### src/host_port_pin_map.vh
// Register offsets, field positions and reset values of the host port pin block
`ifndef HOST_PORT_PIN_MAP_VH
`define HOST_PORT_PIN_MAP_VH

`define HP_ADDR_W           8
`define HP_OFF_CONTROL      8'h00
`define HP_OFF_FSEL_LO      8'h04
`define HP_OFF_FSEL_HI      8'h08
`define HP_OFF_DIR_1        8'h0c
`define HP_OFF_DIR_2        8'h10
`define HP_OFF_DIR_3        8'h14
`define HP_OFF_LEVEL_1      8'h18
`define HP_OFF_LEVEL_2      8'h1c
`define HP_OFF_LEVEL_3      8'h20
`define HP_OFF_STB_INT_1    8'h24
`define HP_OFF_STB_INT_2    8'h28
`define HP_OFF_PWR_EMU      8'h2c
`define HP_OFF_STATUS       8'h30

`define HP_CTRL_SOFT_RST    7
`define HP_CTRL_READY       3
`define HP_STB_INT_EN       0
`define HP_STB_INT_INV      0
`define HP_EMU_FREE         0
`define HP_EMU_SOFT         1
`define HP_ST_HALTED        0
`define HP_ST_STOPPED       1
`define HP_ST_SRST_BUSY     2
`define HP_ST_STB_LEVEL     3

`define HP_NUM_PINS         41
`define HP_PIN_DATA_LO      0
`define HP_PIN_ADDR_LO      16
`define HP_PIN_BYTE_HALF    32
`define HP_PIN_ADDR_STROBE  33
`define HP_PIN_ACC_TYPE_0   34
`define HP_PIN_ACC_TYPE_1   35
`define HP_PIN_HOST_INT     36
`define HP_PIN_DSTROBE_1    37
`define HP_PIN_DSTROBE_2    38
`define HP_PIN_PORT_SEL     39
`define HP_PIN_RW_SEL       40

`define HP_RST_FSEL         41'h000_0000_0000
`define HP_RST_DIR          16'h0000
`define HP_RST_LEVEL        16'h0000

`endif

### src/host_port_pin_io.v
// Host port pin ownership, general-purpose I/O, suspend, idle and reset sequencing
// What this block does
// - Small variant, 8-bit mux: low pins port-GPIO
// - Small variant, mux off: those pins leave port
// - Type/interrupt pins always; strobes only when disabled
// - Ready and port enable pins never GPIO
// - Large variant 8-bit mux: only low pins GPIO
// - Large variant 16-bit mux: all address/data GPIO
// - Per-pin enable selects port function or GPIO
// - Per-pin direction bit: input or driven output
// - Level bit: reads pin input, drives output
// - Address strobe input can interrupt, optionally inverted
// - Granted idle mode stops all activity at once
// - Free-run set, or both clear: suspend ignored
// - Soft-stop suspend halts transfers after current work
// - Host interface keeps working during soft-stop suspend
// - Blocked host cycle keeps ready low in suspend
// - Suspend end requests draining and refilling transfers
// - Device reset: ready low, or finish active cycle
// - Device reset clears registers, FIFOs, interrupts, pins
// - Soft reset: drain transfers, finish host cycle first
// - Soft reset then clears FIFOs and their pointers
// - Soft reset bit reads 0; zero write ignored
// - Soft reset leaves other registers untouched
// - Soft reset is control bit 7, write-one
//
// Chosen here: the APB slave port and the address map.
`timescale 1ns/10ps
`include "host_port_pin_map.vh"

module host_port_pin_io #(
  parameter LARGE_VARIANT = 0
) (
  input  wire                     clk_i,
  input  wire                     rst_i,
  input  wire                     psel_i,
  input  wire                     penable_i,
  input  wire                     pwrite_i,
  input  wire [`HP_ADDR_W-1:0]    paddr_i,
  input  wire [31:0]              pwdata_i,
  output reg  [31:0]              prdata_o,
  output reg                      pready_o,
  output reg                      pslverr_o,
  input  wire                     mux8_mode_i,
  input  wire                     mux16_mode_i,
  input  wire                     port_enable_pin_i,
  input  wire                     host_strobe_internal_n_i,
  input  wire                     fifo_ready_i,
  input  wire                     dma_busy_i,
  input  wire                     emu_suspend_i,
  input  wire                     idle_grant_i,
  input  wire [`HP_NUM_PINS-1:0]  pin_in_i,
  output reg  [`HP_NUM_PINS-1:0]  pin_out_o,
  output reg  [`HP_NUM_PINS-1:0]  pin_oe_n_o,
  output reg  [`HP_NUM_PINS-1:0]  pin_gpio_sel_o,
  output reg                      host_ready_o,
  output reg                      fifo_reset_o,
  output reg                      dma_halt_o,
  output reg                      resume_request_o,
  output reg                      port_stop_o,
  output reg                      clear_interrupts_o,
  output reg                      strobe_event_o
);

  localparam NP = `HP_NUM_PINS;
  localparam [3:0] S_IDLE  = 4'b0001;
  localparam [3:0] S_DRAIN = 4'b0010;
  localparam [3:0] S_HOLD  = 4'b0100;
  localparam [3:0] S_FLUSH = 4'b1000;

  reg  [NP-1:0]  sync_1;
  reg  [NP-1:0]  sync_2;
  reg  [NP-1:0]  sync_3;
  reg  [NP-1:0]  pin_level;
  reg  [2:0]     enable_sync;
  reg            port_enabled;
  reg  [NP-1:0]  fsel;
  reg  [15:0]    dir_1;
  reg  [15:0]    dir_2;
  reg  [8:0]     dir_3;
  reg  [15:0]    level_1;
  reg  [15:0]    level_2;
  reg  [8:0]     level_3;
  reg            stb_int_en;
  reg            stb_int_inv;
  reg            emu_free;
  reg            emu_soft;
  reg  [3:0]     srst_state;
  reg            srst_host_active;
  reg            rst_strobe_seen;
  reg            stb_prev;
  reg  [NP-1:0]  capable;
  reg  [NP-1:0]  dir_all;
  reg  [NP-1:0]  level_all;
  reg  [NP-1:0]  level_read;
  reg  [31:0]    next_rdata;
  reg            next_err;
  reg            next_ready;
  reg  [3:0]     next_srst_state;
  wire           acc_phase;
  wire           wr_en;
  wire           soft_stop;
  wire           stb_level;
  wire           stb_gpio_in;

  assign acc_phase = psel_i & penable_i;
  assign wr_en     = acc_phase & pwrite_i & pready_o;
  assign soft_stop = emu_suspend_i & ~emu_free & emu_soft;
  assign stb_level = pin_level[`HP_PIN_ADDR_STROBE] ^ stb_int_inv;
  assign stb_gpio_in = capable[`HP_PIN_ADDR_STROBE] & fsel[`HP_PIN_ADDR_STROBE] &
                       ~dir_all[`HP_PIN_ADDR_STROBE];

  // Pin inputs: three flops, a change counts once stages two and three agree
  always @(posedge clk_i) begin
    if (rst_i) begin
      sync_1       <= {NP{1'b0}};
      sync_2       <= {NP{1'b0}};
      sync_3       <= {NP{1'b0}};
      pin_level    <= {NP{1'b0}};
      enable_sync  <= 3'h0;
      port_enabled <= 1'b0;
    end else begin
      sync_1       <= pin_in_i;
      sync_2       <= sync_1;
      sync_3       <= sync_2;
      pin_level    <= (sync_2 & sync_3) | (pin_level & (sync_2 ^ sync_3));
      enable_sync  <= {enable_sync[1:0], port_enable_pin_i};
      if (enable_sync[1] == enable_sync[2]) begin
        port_enabled <= enable_sync[1];
      end
    end
  end

  // Which pins the port may hand over to general-purpose I/O
  always @* begin
    capable = {NP{1'b0}};
    capable[`HP_PIN_ACC_TYPE_0] = 1'b1;
    capable[`HP_PIN_ACC_TYPE_1] = 1'b1;
    capable[`HP_PIN_HOST_INT]   = 1'b1;
    capable[`HP_PIN_DSTROBE_1]  = ~port_enabled;
    capable[`HP_PIN_DSTROBE_2]  = ~port_enabled;
    capable[`HP_PIN_PORT_SEL]   = ~port_enabled;
    capable[`HP_PIN_RW_SEL]     = ~port_enabled;
    if (LARGE_VARIANT != 0 && mux16_mode_i) begin
      capable[31:0] = 32'hffff_ffff;
    end else if (mux8_mode_i) begin
      // Upper data and address stay with external memory in this mode
      capable[7:0]                  = 8'hff;
      capable[`HP_PIN_BYTE_HALF]    = 1'b1;
      capable[`HP_PIN_ADDR_STROBE]  = 1'b1;
    end
    // Otherwise the low group belongs to system pin control
    // Ready and port enable have no slot in the pin vector
    dir_all    = {dir_3, dir_2, dir_1};
    level_all  = {level_3, level_2, level_1};
    level_read = (dir_all & level_all) | (~dir_all & pin_level);
  end

  // Register read decode
  always @* begin
    next_rdata = 32'h0000_0000;
    next_err   = 1'b0;
    if (paddr_i == `HP_OFF_CONTROL) begin
      next_rdata[`HP_CTRL_READY] = host_ready_o; // Soft reset bit always reads 0
    end else if (paddr_i == `HP_OFF_FSEL_LO) begin
      next_rdata = fsel[31:0];
    end else if (paddr_i == `HP_OFF_FSEL_HI) begin
      next_rdata[8:0] = fsel[NP-1:32];
    end else if (paddr_i == `HP_OFF_DIR_1) begin
      next_rdata[15:0] = dir_1;
    end else if (paddr_i == `HP_OFF_DIR_2) begin
      next_rdata[15:0] = dir_2;
    end else if (paddr_i == `HP_OFF_DIR_3) begin
      next_rdata[8:0] = dir_3;
    end else if (paddr_i == `HP_OFF_LEVEL_1) begin
      next_rdata[15:0] = level_read[15:0];
    end else if (paddr_i == `HP_OFF_LEVEL_2) begin
      next_rdata[15:0] = level_read[31:16];
    end else if (paddr_i == `HP_OFF_LEVEL_3) begin
      next_rdata[8:0] = level_read[NP-1:32];
    end else if (paddr_i == `HP_OFF_STB_INT_1) begin
      next_rdata[`HP_STB_INT_EN] = stb_int_en;
    end else if (paddr_i == `HP_OFF_STB_INT_2) begin
      next_rdata[`HP_STB_INT_INV] = stb_int_inv;
    end else if (paddr_i == `HP_OFF_PWR_EMU) begin
      next_rdata[`HP_EMU_FREE] = emu_free;
      next_rdata[`HP_EMU_SOFT] = emu_soft;
    end else if (paddr_i == `HP_OFF_STATUS) begin
      next_rdata[`HP_ST_HALTED]    = dma_halt_o;
      next_rdata[`HP_ST_STOPPED]   = port_stop_o;
      next_rdata[`HP_ST_SRST_BUSY] = ~srst_state[0];
      next_rdata[`HP_ST_STB_LEVEL] = stb_level;
    end else begin
      next_err = 1'b1;
    end
  end

  // APB slave: one wait state in the access phase
  always @(posedge clk_i) begin
    if (rst_i) begin
      pready_o  <= 1'b0;
      prdata_o  <= 32'h0000_0000;
      pslverr_o <= 1'b0;
    end else begin
      pready_o  <= acc_phase & ~pready_o;
      if (acc_phase & ~pready_o) begin
        prdata_o  <= pwrite_i ? 32'h0000_0000 : next_rdata;
        pslverr_o <= next_err;
      end else begin
        prdata_o  <= 32'h0000_0000;
        pslverr_o <= 1'b0;
      end
    end
  end

  // Configuration registers; soft reset never touches them
  always @(posedge clk_i) begin
    if (rst_i) begin
      fsel        <= `HP_RST_FSEL;
      dir_1       <= `HP_RST_DIR;
      dir_2       <= `HP_RST_DIR;
      dir_3       <= 9'h000;
      level_1     <= `HP_RST_LEVEL;
      level_2     <= `HP_RST_LEVEL;
      level_3     <= 9'h000;
      stb_int_en  <= 1'b0;
      stb_int_inv <= 1'b0;
      emu_free    <= 1'b0;
      emu_soft    <= 1'b0;
    end else if (wr_en) begin
      if (paddr_i == `HP_OFF_FSEL_LO) begin
        fsel[31:0] <= pwdata_i;
      end else if (paddr_i == `HP_OFF_FSEL_HI) begin
        fsel[NP-1:32] <= pwdata_i[8:0];
      end else if (paddr_i == `HP_OFF_DIR_1) begin
        dir_1 <= pwdata_i[15:0];
      end else if (paddr_i == `HP_OFF_DIR_2) begin
        dir_2 <= pwdata_i[15:0];
      end else if (paddr_i == `HP_OFF_DIR_3) begin
        dir_3 <= pwdata_i[8:0];
      end else if (paddr_i == `HP_OFF_LEVEL_1) begin
        level_1 <= pwdata_i[15:0];
      end else if (paddr_i == `HP_OFF_LEVEL_2) begin
        level_2 <= pwdata_i[15:0];
      end else if (paddr_i == `HP_OFF_LEVEL_3) begin
        level_3 <= pwdata_i[8:0];
      end else if (paddr_i == `HP_OFF_STB_INT_1) begin
        stb_int_en <= pwdata_i[`HP_STB_INT_EN];
      end else if (paddr_i == `HP_OFF_STB_INT_2) begin
        stb_int_inv <= pwdata_i[`HP_STB_INT_INV];
      end else if (paddr_i == `HP_OFF_PWR_EMU) begin
        emu_free <= pwdata_i[`HP_EMU_FREE];
        emu_soft <= pwdata_i[`HP_EMU_SOFT];
      end
    end
  end

  // Pin drive: only capable, selected output pins are driven
  always @(posedge clk_i) begin
    if (rst_i) begin
      pin_out_o      <= {NP{1'b0}};
      pin_oe_n_o     <= {NP{1'b1}};
      pin_gpio_sel_o <= {NP{1'b0}};
    end else begin
      pin_out_o      <= level_all & capable & fsel;
      pin_oe_n_o     <= ~(capable & fsel & dir_all);
      pin_gpio_sel_o <= capable & fsel;
    end
  end

  // Address strobe as an interrupt source, rising edge after optional inversion
  always @(posedge clk_i) begin
    if (rst_i) begin
      stb_prev       <= 1'b0;
      strobe_event_o <= 1'b0;
    end else begin
      stb_prev       <= stb_level;
      strobe_event_o <= stb_int_en & stb_level & ~stb_prev & ~port_stop_o & stb_gpio_in;
    end
  end

  // Idle mode and emulation suspend
  always @(posedge clk_i) begin
    if (rst_i) begin
      port_stop_o      <= 1'b0;
      dma_halt_o       <= 1'b0;
      resume_request_o <= 1'b0;
    end else begin
      port_stop_o <= idle_grant_i;
      if (idle_grant_i) begin
        dma_halt_o <= 1'b1;
      end else if (!soft_stop) begin
        dma_halt_o <= 1'b0;
      end else if (!dma_busy_i && host_strobe_internal_n_i) begin
        dma_halt_o <= 1'b1;
      end
      resume_request_o <= dma_halt_o & ~soft_stop & ~idle_grant_i;
    end
  end

  // Soft reset sequencer
  always @* begin
    next_srst_state = srst_state;
    case (srst_state)
      S_IDLE: begin
        if (wr_en && paddr_i == `HP_OFF_CONTROL && pwdata_i[`HP_CTRL_SOFT_RST]) begin
          next_srst_state = S_DRAIN;
        end
      end
      S_DRAIN: begin
        if (!dma_busy_i) begin
          next_srst_state = srst_host_active ? S_HOLD : S_FLUSH;
        end
      end
      S_HOLD: begin
        if (host_strobe_internal_n_i) begin
          next_srst_state = S_FLUSH;
        end
      end
      S_FLUSH: begin
        next_srst_state = S_IDLE;
      end
      default: begin
        next_srst_state = S_IDLE;
      end
    endcase
  end

  always @(posedge clk_i) begin
    if (rst_i) begin
      srst_state       <= S_IDLE;
      srst_host_active <= 1'b0;
    end else begin
      srst_state <= next_srst_state; // Zero writes cannot abort
      // Strobe level is latched while idle, so the write edge decides the path
      if (srst_state[0]) begin
        srst_host_active <= ~host_strobe_internal_n_i;
      end
    end
  end

  // Ready and FIFO reset
  always @* begin
    next_ready = 1'b0;
    if (srst_state == S_IDLE) begin
      // Ready is registered, so the soft reset write itself must pull it low
      if (next_srst_state == S_IDLE) begin
        next_ready = fifo_ready_i & ~idle_grant_i;
      end else begin
        next_ready = 1'b0;
      end
    end else if (srst_state == S_HOLD) begin
      next_ready = ~host_strobe_internal_n_i;
    end else if (srst_state == S_DRAIN && !srst_host_active) begin
      next_ready = 1'b0;
    end
  end

  always @(posedge clk_i) begin
    if (rst_i) begin
      // During reset ready follows the strobe until the host ends its cycle
      rst_strobe_seen    <= rst_strobe_seen | host_strobe_internal_n_i;
      host_ready_o       <= ~host_strobe_internal_n_i & ~rst_strobe_seen;
      fifo_reset_o       <= 1'b1;
      clear_interrupts_o <= 1'b1;
    end else begin
      rst_strobe_seen    <= 1'b0;
      host_ready_o       <= next_ready;
      fifo_reset_o       <= (srst_state == S_FLUSH);
      clear_interrupts_o <= 1'b0;
    end
  end

endmodule // host_port_pin_io

### config.mk
export PLATFORM = sky130hd
export DESIGN_NAME = host_port_pin_io
export DESIGN_NICKNAME = d
export VERILOG_FILES = /design/src/host_port_pin_io.v
export VERILOG_INCLUDE_DIRS = /design/src
export SDC_FILE = /design/constraint.sdc
export NUM_CORES = 1
export LEC_CHECK = 0
export ABC_CLOCK_PERIOD_IN_PS = 1900
export BUFFER_PORTS_ARGS = -buffer_cell sky130_fd_sc_hd__buf_2
export CORE_MARGIN = 2
export CORE_UTILIZATION = 50
export CTS_CLUSTER_DIAMETER = 200
export DETAILED_ROUTE_END_ITERATION = 6
export HOLD_SLACK_MARGIN = 0.1
export PLACE_DENSITY = 0.75
export SLEW_MARGIN = 15
export SYNTH_ARGS = -nofsm -noshare
export SYNTH_HDL_FRONTEND = slang
export SYNTH_SLANG_ARGS = --single-unit
### constraint.sdc
create_clock -name clk_i -period 1.9 [get_ports clk_i]
set_clock_uncertainty 0.1 [all_clocks]
set_input_delay 0.19 -clock clk_i [delete_from_list [all_inputs] [get_ports clk_i]]
set_output_delay 0.19 -clock clk_i [all_outputs]
set_load 0.1 [all_outputs]
Word-level counts from Yosys, hierarchy flattened
Cells that the tools add are included.
{"block": "word_totals", "output_inout_bits": 164, "reg_bits": 466, "elab_cells": 178, "input_bits": 94}
{"block": "op_classes", "n_eq_ne": 19, "muxes": 49, "n_reduce_logical": 20, "bitwise": 53}
{"cell": "$and A41 B41 Y41", "count": 8}
{"cell": "$not A41 Y41", "count": 2}
{"cell": "$or A41 B41 Y41", "count": 2}
{"cell": "$mux W4", "count": 18}
{"cell": "$mux W16", "count": 4}
{"cell": "$xor A41 B41 Y41", "count": 1}
{"cell": "$eq A8 B6 Y1 const B", "count": 5}
{"cell": "$eq A8 B5 Y1 const B", "count": 4}
{"cell": "$mux W9", "count": 3}
{"cell": "$not A1 Y1", "count": 22}
{"cell": "$mux W7", "count": 3}
{"cell": "$and A1 B1 Y1", "count": 16}
{"cell": "$eq A8 B4 Y1 const B", "count": 2}
{"cell": "$reduce_or A14 Y1", "count": 1}
{"cell": "$mux W1", "count": 12}
{"cell": "$pmux W4 S3", "count": 1}
{"cell": "$reduce_and A12 Y1", "count": 1}
{"cell": "$reduce_and A11 Y1", "count": 1}
{"cell": "$reduce_and A10 Y1", "count": 1}
{"cell": "$reduce_and A9 Y1", "count": 1}
{"cell": "$eq A4 B1 Y1 const B", "count": 2}
{"cell": "$eq A8 B3 Y1 const B", "count": 1}
{"cell": "$logic_not A8 Y1", "count": 1}
{"cell": "$mux W2", "count": 4}
{"cell": "22 further kinds", "count": 25}

Logic depth before layout (Yosys ltp)
Gate-level depths: netlist of run 1.
{"block": "logic_depth", "ltp_word": 27, "depth_mapped": 9, "ltp_nobuf": 5}

Worst setup path before layout of run 1
OpenSTA, ideal clock, no wires.
{"block": "synth_path", "path_kind": "reg-to-reg", "from": "register pready_o", "to": "register level_1[7]", "setup_slack_ps": -670, "arrival_time_ps": 2342, "required_time_ps": 1672, "setup_time_ps": 128, "stages_incl_launch_ff": 6, "synth_period_minus_slack_ps": 2570, "n_path_buf": 1, "path_cell_list": "dfxtp_1 > nand4_1 > nor3_4 > buf_6 > mux2i_1 > nor2_1"}
{"block": "synth_via", "elab_chain_len": 2}
{"element": "from (decl)", "line_no": "host_port_pin_io.v:42", "rtl": "output reg pready_o,"}
{"element": "from (signal assigned)", "line_no": "host_port_pin_io.v:205", "rtl": "pready_o <= acc_phase & ~pready_o;"}
{"element": "$and A1 B1 Y1", "line_no": "host_port_pin_io.v:107", "rtl": "assign wr_en = acc_phase & pwrite_i & pready_o;"}
{"element": "$reduce_and A7 Y1 (no source line)"}
{"element": "to (signal assigned)", "line_no": "host_port_pin_io.v:223", "rtl": "level_1 <= `HP_RST_LEVEL;"}
{"element": "to (signal assigned)", "line_no": "host_port_pin_io.v:242", "rtl": "level_1 <= pwdata_i[15:0];"}
{"element": "to (decl)", "line_no": "host_port_pin_io.v:81", "rtl": "reg [15:0] level_1;"}
Every way passes these cells.
A chain may end at the register's enable or synchronous reset.

Final worst setup path of run 1
{"block": "layout_path", "from": "register pready_o", "to": "register fsel[26]"}
{"block": "layout_via", "elab_chain_len": 2}
{"element": "$and A1 B1 Y1", "line_no": "host_port_pin_io.v:107"}
{"element": "$reduce_and A2 Y1 (no source line)"}
{"element": "to (signal assigned)", "line_no": "host_port_pin_io.v:219", "rtl": "fsel <= `HP_RST_FSEL;"}
{"element": "to (signal assigned)", "line_no": "host_port_pin_io.v:232", "rtl": "fsel[31:0] <= pwdata_i;"}
{"element": "to (signal, indexed assignment)", "line_no": "host_port_pin_io.v:234", "rtl": "fsel[NP-1:32] <= pwdata_i[8:0];"}
{"element": "to (decl)", "line_no": "host_port_pin_io.v:77", "rtl": "reg [NP-1:0] fsel;"}
Every way passes these cells.

==> flow_metrics.tcl, run 1 <==
set metrics [dict create \
    status "complete, no violations" \
    post-route-min-period_ps 1800 \
    start_util_pct 50.7 \
    min-delay-path-class "in -> reg" \
    fmax_mhz 556 \
    n_antenna_cell 0 \
    grt_usage_pct 23.3 \
    cap_violations 0 \
    switchingPower_w 0.00429 \
    worst_slack_ps 101 \
    fin_tns_setup_ps 0 \
    tightestPinTransition_ps 844 \
    drc 0 \
    dp_hpwl_mm 25.0 \
    pin_count 258 \
    wl_met2_mm 16.2 \
    slew_headroom_pct 43.7 \
    dp_cells 2042 \
    synth-edff-count 0 \
    internal-power_w 0.0137 \
    syn_avg_cell_area_um2 9.87 \
    r2r_slack_ps 100 \
    fin_crit_sh_pct 94.7 \
    p_leak_nw 7.79 \
    ys.flop_type "dfxtp_1" \
    wl_met3_mm 2.24 \
    drt_iter0_drc 760 \
    port_buffers 184 \
    rows 62 \
    crit_fanout 32 \
    die_y_um 174 \
    instances_no_fill 2213 \
    grt_overflow 0 \
    r2r_cells 6 \
    hold_viol_final 0 \
    synth_warnings 0 \
    die_w_um 174 \
    grt_pass1_wl_mm 56.5 \
    critPathArrivalTime_ps 2070 \
    die_area_mm2 0.0304 \
    cts.reportedPaths.clkPinSlew_ps 60 \
    ys_seq_elements 394 \
    coreArea_mm2 0.0286 \
    final_nets 1935 \
    cts_num_sinks 394 \
    met1_length_mm 16.8 \
    peakVddDrop_v 0.000679 \
    hp-start "paddr_i[2]" \
    min_to "prdata_o[3]$_SDFF_PP0_" \
    cp-end-kind "flop" \
    r2r_end "fsel[26]$_SDFFE_PP0P_" \
    clockBufferDepth 3 \
    synthDistinctLibCells 65 \
    final_cell_mix "393 x dfxtp_1, 183 x buf_2, 179 x nand2_1" \
    num_vias 11100 \
    path_class "reg -> reg" \
    rsz0062_at_grt "false" \
    crit_chain "and4_1 -> buf_4 -> nand4_1 -> buf_12 -> nand2_1 -> a21oi_1" \
    dp_slack_ps -138 \
    slowest_delay_ps 390 \
    clock-root-buffer "clkbuf_16" \
    path_buf_inv 2 \
    slew_viol_final 0 \
    grt_max_degree 187 \
    grt_antenna_before_repair 0 \
    syn_area_mm2 0.0145 \
    reg2reg_from "pready_o$_SDFF_PP0_" \
    ant_nets 0 \
    p_sw_share_pct 23.8 \
    design_area_mm2 0.0185 \
    h-tree-depth 2 \
    place_congestion 0.952 \
    pwr-share-comb_pct 8.1 \
    hold_depth 4 \
    crit_family "simple AND/OR/NAND/NOR gates" \
    routedWlPerCell_um 16.4 \
    place_area_mm2 0.0161 \
    layout_commonest_cell "dfxtp_1" \
    clk-insertion-delay-late_ps 530 \
    seqPwrFrac_pct 46.8 \
    drive_above_1_share_pct 20.7 \
    top_layer "met4" \
    worst_setup_path_start_kind "flop" \
    synthCells 1470 \
    routed_wl_mm 36.2 \
    drt_first_pass_iters 5 \
    avgViaCountPerCell 5.03 \
    grt_pass1_vias 10600 \
    synthArstFlopShare_pct 0 \
    ys_seq_area_share_pct 54.4 \
    cts_tree "built" \
    syn2layout_area_growth_pct 27.3 \
    pwr-share-clk_pct 45.2 \
    crit_slowest_cell "and4_1" \
    cp.required_ps 2170 \
    p_per_area_mw_per_mm2 977 \
    cts_buffers 40 \
    finalSetupViolCount 0 \
    whs_ps 156 \
]
-- worst register-to-register path, cell delays in order (launching register included) --
cell and delay (ps):
dfxtp_4 360, and4_1 390, buf_4 220, nand4_1 170
buf_12 220, nand2_1 100, a21oi_1 80
-- routing by layer --
metal	vias to the layer above	GRT usage (%)
li1	5448	-
met3	67	3.59
met4	0	7.42
met5	-	0
met2	408	37.4
met1	5203	32.2
-- synthesized netlist by cell type (all sizes together) (4+ instances only) --
master | n | share of area [%]
a21o | 5 | 0.26
a21oi | 128 | 4.4
a221oi | 11 | 0.66
a22o | 7 | 0.42
a22oi | 5 | 0.26
a31oi | 6 | 0.26
a32oi | 4 | 0.24
and2 | 34 | 1.5
and3 | 15 | 0.65
buf | 92 | 4.5
clkbuf | 63 | 1.6
dfxtp | 394 | 54
ha | 41 | 3.5
inv | 4 | 0.10
mux2 | 14 | 1.1
mux2i | 84 | 5.8
nand2 | 181 | 4.8
nand2b | 10 | 0.43
nand3 | 10 | 0.47
nor2 | 123 | 3.4
nor2b | 137 | 5.9
nor3 | 6 | 0.32
nor4b | 8 | 0.67
o21ai | 33 | 1.1
o221ai | 6 | 0.36
o22ai | 5 | 0.22
o2bb2ai | 6 | 0.36
-- registers in the layout, indices dropped and copies added (netlist names), 3 cells and up --
register and count:
fsel 41, pin_level 41, sync_1 41, sync_2 41
sync_3 41, prdata_o 32, pin_gpio_sel_o 17, pin_oe_n_o 17
pin_out_o 17, dir_1 16, dir_2 16, level_1 16
level_2 16, dir_3 9, level_3 9, srst_state 4
enable_sync 3
-- power groups by stage --
stage / sequential [W] / combinational (W) / clock, W
after floorplan: 0.00866 / 0.00107 / 0
after global placement: 0.00861 / 0.00127 / 0
after detailed placement: 0.00861 / 0.00128 / 0
after CTS: 0.00843 / 0.00144 / 0.00829
after global routing: 0.00844 / 0.00153 / 0.00863
final: 0.00843 / 0.00145 / 0.00815
-- per-stage QoR --
| step | utilization, % | total power [W] |
|---|---|---|
| 4_1_cts | 64.4 | 0.0182 |
| 2_1_floorplan | - | 0.00972 |
| 5_1_grt | 64.5 | 0.0186 |
| 3_5_place_dp | 56.1 | 0.00989 |
| 6_report | 64.5 | 0.0180 |
| 3_3_place_gp | 56.1 | 0.00988 |
-- what timing repair did --
action / CTS / global route
resized for setup: 0 / 2
setup endpoints to repair: 0 / 3
setup buffers: 0 / 0
endpoints found under the hold margin: 220 / 1
hold buffers: 99 / 1
-- worst max-delay path by stage --
| stage | from | end | slack [ps] | cells after the start |
|---|---|---|---|---|
| finish | pready_o$_SDFF_PP0_ | fsel[26]$_SDFFE_PP0P_ | 100 | 6 |
| global placement | paddr_i[1] | prdata_o[0]$_SDFF_PP0_ | -160 | 8 |
| detailed placement | paddr_i[1] | prdata_o[0]$_SDFF_PP0_ | -140 | 8 |
| floorplan | paddr_i[5] | level_1[7]$_SDFFE_PP0P_ | -60 | 7 |
| global route | pready_o$_SDFF_PP0_ | level_3[0]$_SDFFE_PP0P_ | 30 | 6 |
| CTS | pready_o$_SDFF_PP0_ | prdata_o[6]$_SDFF_PP0_ | 30 | 5 |
-- layout make-up --
class	instances	area [um2]
Sequential cell	394	7890
Multi-Input combinational cell	987	5990
Clock inverter	16	234
Inverter	4	15.0
Fill cell	2261	10200
Tap cell	384	480
Timing Repair Buffer	373	2700
Clock buffer	55	1160
-- cell families (layout without fill, tap and decap cells) --
logic type      count (synthesis)  in the layout  synth area share [%]
simple gates                  546            546                  19.4
flops                         394            394                  54.4
compound gates                229            229                  9.40
buf+inv                       159            448                  6.27
mux                            98             98                  6.88
fa+ha+maj                      41             41                  3.54
other cells                     2             72                0.0518
xor+xnor                        1              1                0.0604
No activity file was read; power rests on OpenSTA's default activity.
==> run 2: changes to the inputs <==
- CORE_UTILIZATION: 50 -> 38
- PLACE_DENSITY: 0.75 -> unset
==> run 2 against run 1 <==
Compared with the run above: hold slack got worse by 14 ps; clock power barely moved; critical endpoint is now prdata_o[13]$_SDFF_PP0_; largest cell class unchanged; critical path type unchanged; register-to-register slack about the same; largest power group unchanged; flip-flop and latch count unchanged; maximum frequency increased by 0.67%.
==> flow_metrics.tcl, run 2 (synthesis gave the netlist of run 1 again) <==
set metrics [dict create \
    die_y_um 199 \
    cp-end-kind "flop" \
    slowest_delay_ps 580 \
    dp_hpwl_mm 26.5 \
    avgViaCountPerCell 4.71 \
    cts_buffers 43 \
    peakVddDrop_v 0.000512 \
    grt_overflow 0 \
    regArea_mm2 0.00789 \
    whs_ps 142 \
    drt_iter0_drc 787 \
    p_sw_share_pct 24.9 \
    worst_slack_ps 113 \
    dp_slack_ps -119 \
    grt_usage_pct 18.9 \
    crit_slowest_cell "or4_4" \
    coreArea_mm2 0.0377 \
    rows 71 \
    final_cell_mix "393 x dfxtp_1, 183 x buf_2, 179 x nand2_1" \
    slew_viol_final 0 \
    syn2layout_area_growth_pct 29.2 \
    path_class "reg -> reg" \
    r2r_cells 6 \
    port_buffers 184 \
    num_vias 11100 \
    drc 0 \
    status "complete, no violations" \
    instances_no_fill 2355 \
    cts_tree "built" \
    h-tree-depth 2 \
    crit_fanout 23 \
    drive_above_1_share_pct 21.2 \
    multi_input_comb_area_mm2 0.00599 \
    finalSetupViolCount 0 \
    pwr-share-comb_pct 8.1 \
    final_nets 1942 \
    min-delay-path-class "in -> reg" \
    internal-power_w 0.0136 \
    clockBufferDepth 3 \
    cts_num_sinks 394 \
    cp.required_ps 2270 \
    p_per_area_mw_per_mm2 964 \
    start_util_pct 38.5 \
    grt_antenna_before_repair 3 \
    routed_wl_mm 37.9 \
    drt_first_pass_iters 5 \
    post-route-min-period_ps 1790 \
    hold_depth 6 \
    pwr-share-clk_pct 45.2 \
    fin_crit_sh_pct 94.0 \
    p_leak_nw 7.84 \
    clock-root-buffer "clkbuf_16" \
    die_w_um 199 \
    seqPwrFrac_pct 46.7 \
    switchingPower_w 0.00450 \
    place_congestion 0.930 \
    power_w 0.0181 \
    critPathArrivalTime_ps 2150 \
    die_area_mm2 0.0397 \
    grt_pass1_wl_mm 58.1 \
    crit_chain "or4_4 -> buf_4 -> nor2_1 -> buf_6 -> nand2_1 -> o21ai_1" \
    pin_count 258 \
    grt_max_degree 116 \
    routedWlPerCell_um 16.1 \
    worst_setup_path_start_kind "flop" \
    fmax_mhz 560 \
    fin_tns_setup_ps 0 \
    dp_cells 2170 \
    clk-insertion-delay-late_ps 570 \
    rsz0062_at_grt "false" \
    hold_viol_final 0 \
    layout_commonest_cell "dfxtp_1" \
    tightestPinTransition_ps 523 \
    slew_headroom_pct 65.1 \
    cap_violations 0 \
    grt_pass1_vias 10300 \
    ant_nets 0 \
    fillers 3503 \
    cts.reportedPaths.clkPinSlew_ps 60 \
]
## run 2: final timing paths
kind                              start                       to  slack, ps
setup / recovery    pready_o$_SDFF_PP0_  prdata_o[13]$_SDFF_PP0_        110
hold / removal                   psel_i   prdata_o[3]$_SDFF_PP0_        140
setup reg to reg    pready_o$_SDFF_PP0_  prdata_o[13]$_SDFF_PP0_        110
hold reg to reg   sync_1[40]$_SDFF_PP0_    sync_2[40]$_SDFF_PP0_        330
## run 2: per-layer routing
metal	global-route usage [%]	share of wire, %	vias up
met4	5.76	1.9	2
li1	-	-	5479
met1	26.5	47	5192
met3	3.97	7.1	47
met5	0	0.029	-
met2	29.3	44	373
## run 2: metrics by stage
| step | utilization [%] | instance area, um2 |
|---|---|---|
| CTS | 49.7 | 18700 |
| global route | 49.8 | 18700 |
| detailed placement | 43.2 | 16300 |
| floorplan | - | 14800 |
| finish | 49.8 | 18700 |
| global placement | 43.2 | 16300 |
## run 2: power by group through the flow
stage | clock, W | sequential, W | combinational (W)
global placement | 0 | 0.00861 | 0.00128
finish | 0.00818 | 0.00843 | 0.00147
floorplan | 0 | 0.00866 | 0.00107
detailed placement | 0 | 0.00862 | 0.00128
CTS | 0.00841 | 0.00843 | 0.00146
global route | 0.00877 | 0.00844 | 0.00155
## run 2: layout make-up
cell class                 count  area share [%]
antenna                        2          0.0267
clock buffer                  58            6.47
clock inverter                22            1.04
inverter                       4          0.0801
multi-input combinational    987            32.0
sequential                   394            42.1
tap                          511            3.41
timing repair buffer         377            14.9
## run 2: what timing repair did
item / in CTS / in global routing
cloned: 0 / 0
pin swaps: 0 / 1
setup endpoints to repair: 3 / 9
endpoints found under the hold margin: 219 / 0
setup buffers: 0 / 0
gates resized for setup: 3 / 3
hold buffers: 103 / 0
## run 2: critical path: cells and delay by family (launching register included)
family                 cells  cell delay [ps]
DFF                        1              350
AOI/OAI and AO/OA          1              100
and+or+nand+nor            3              760
buffers and inverters      2              370
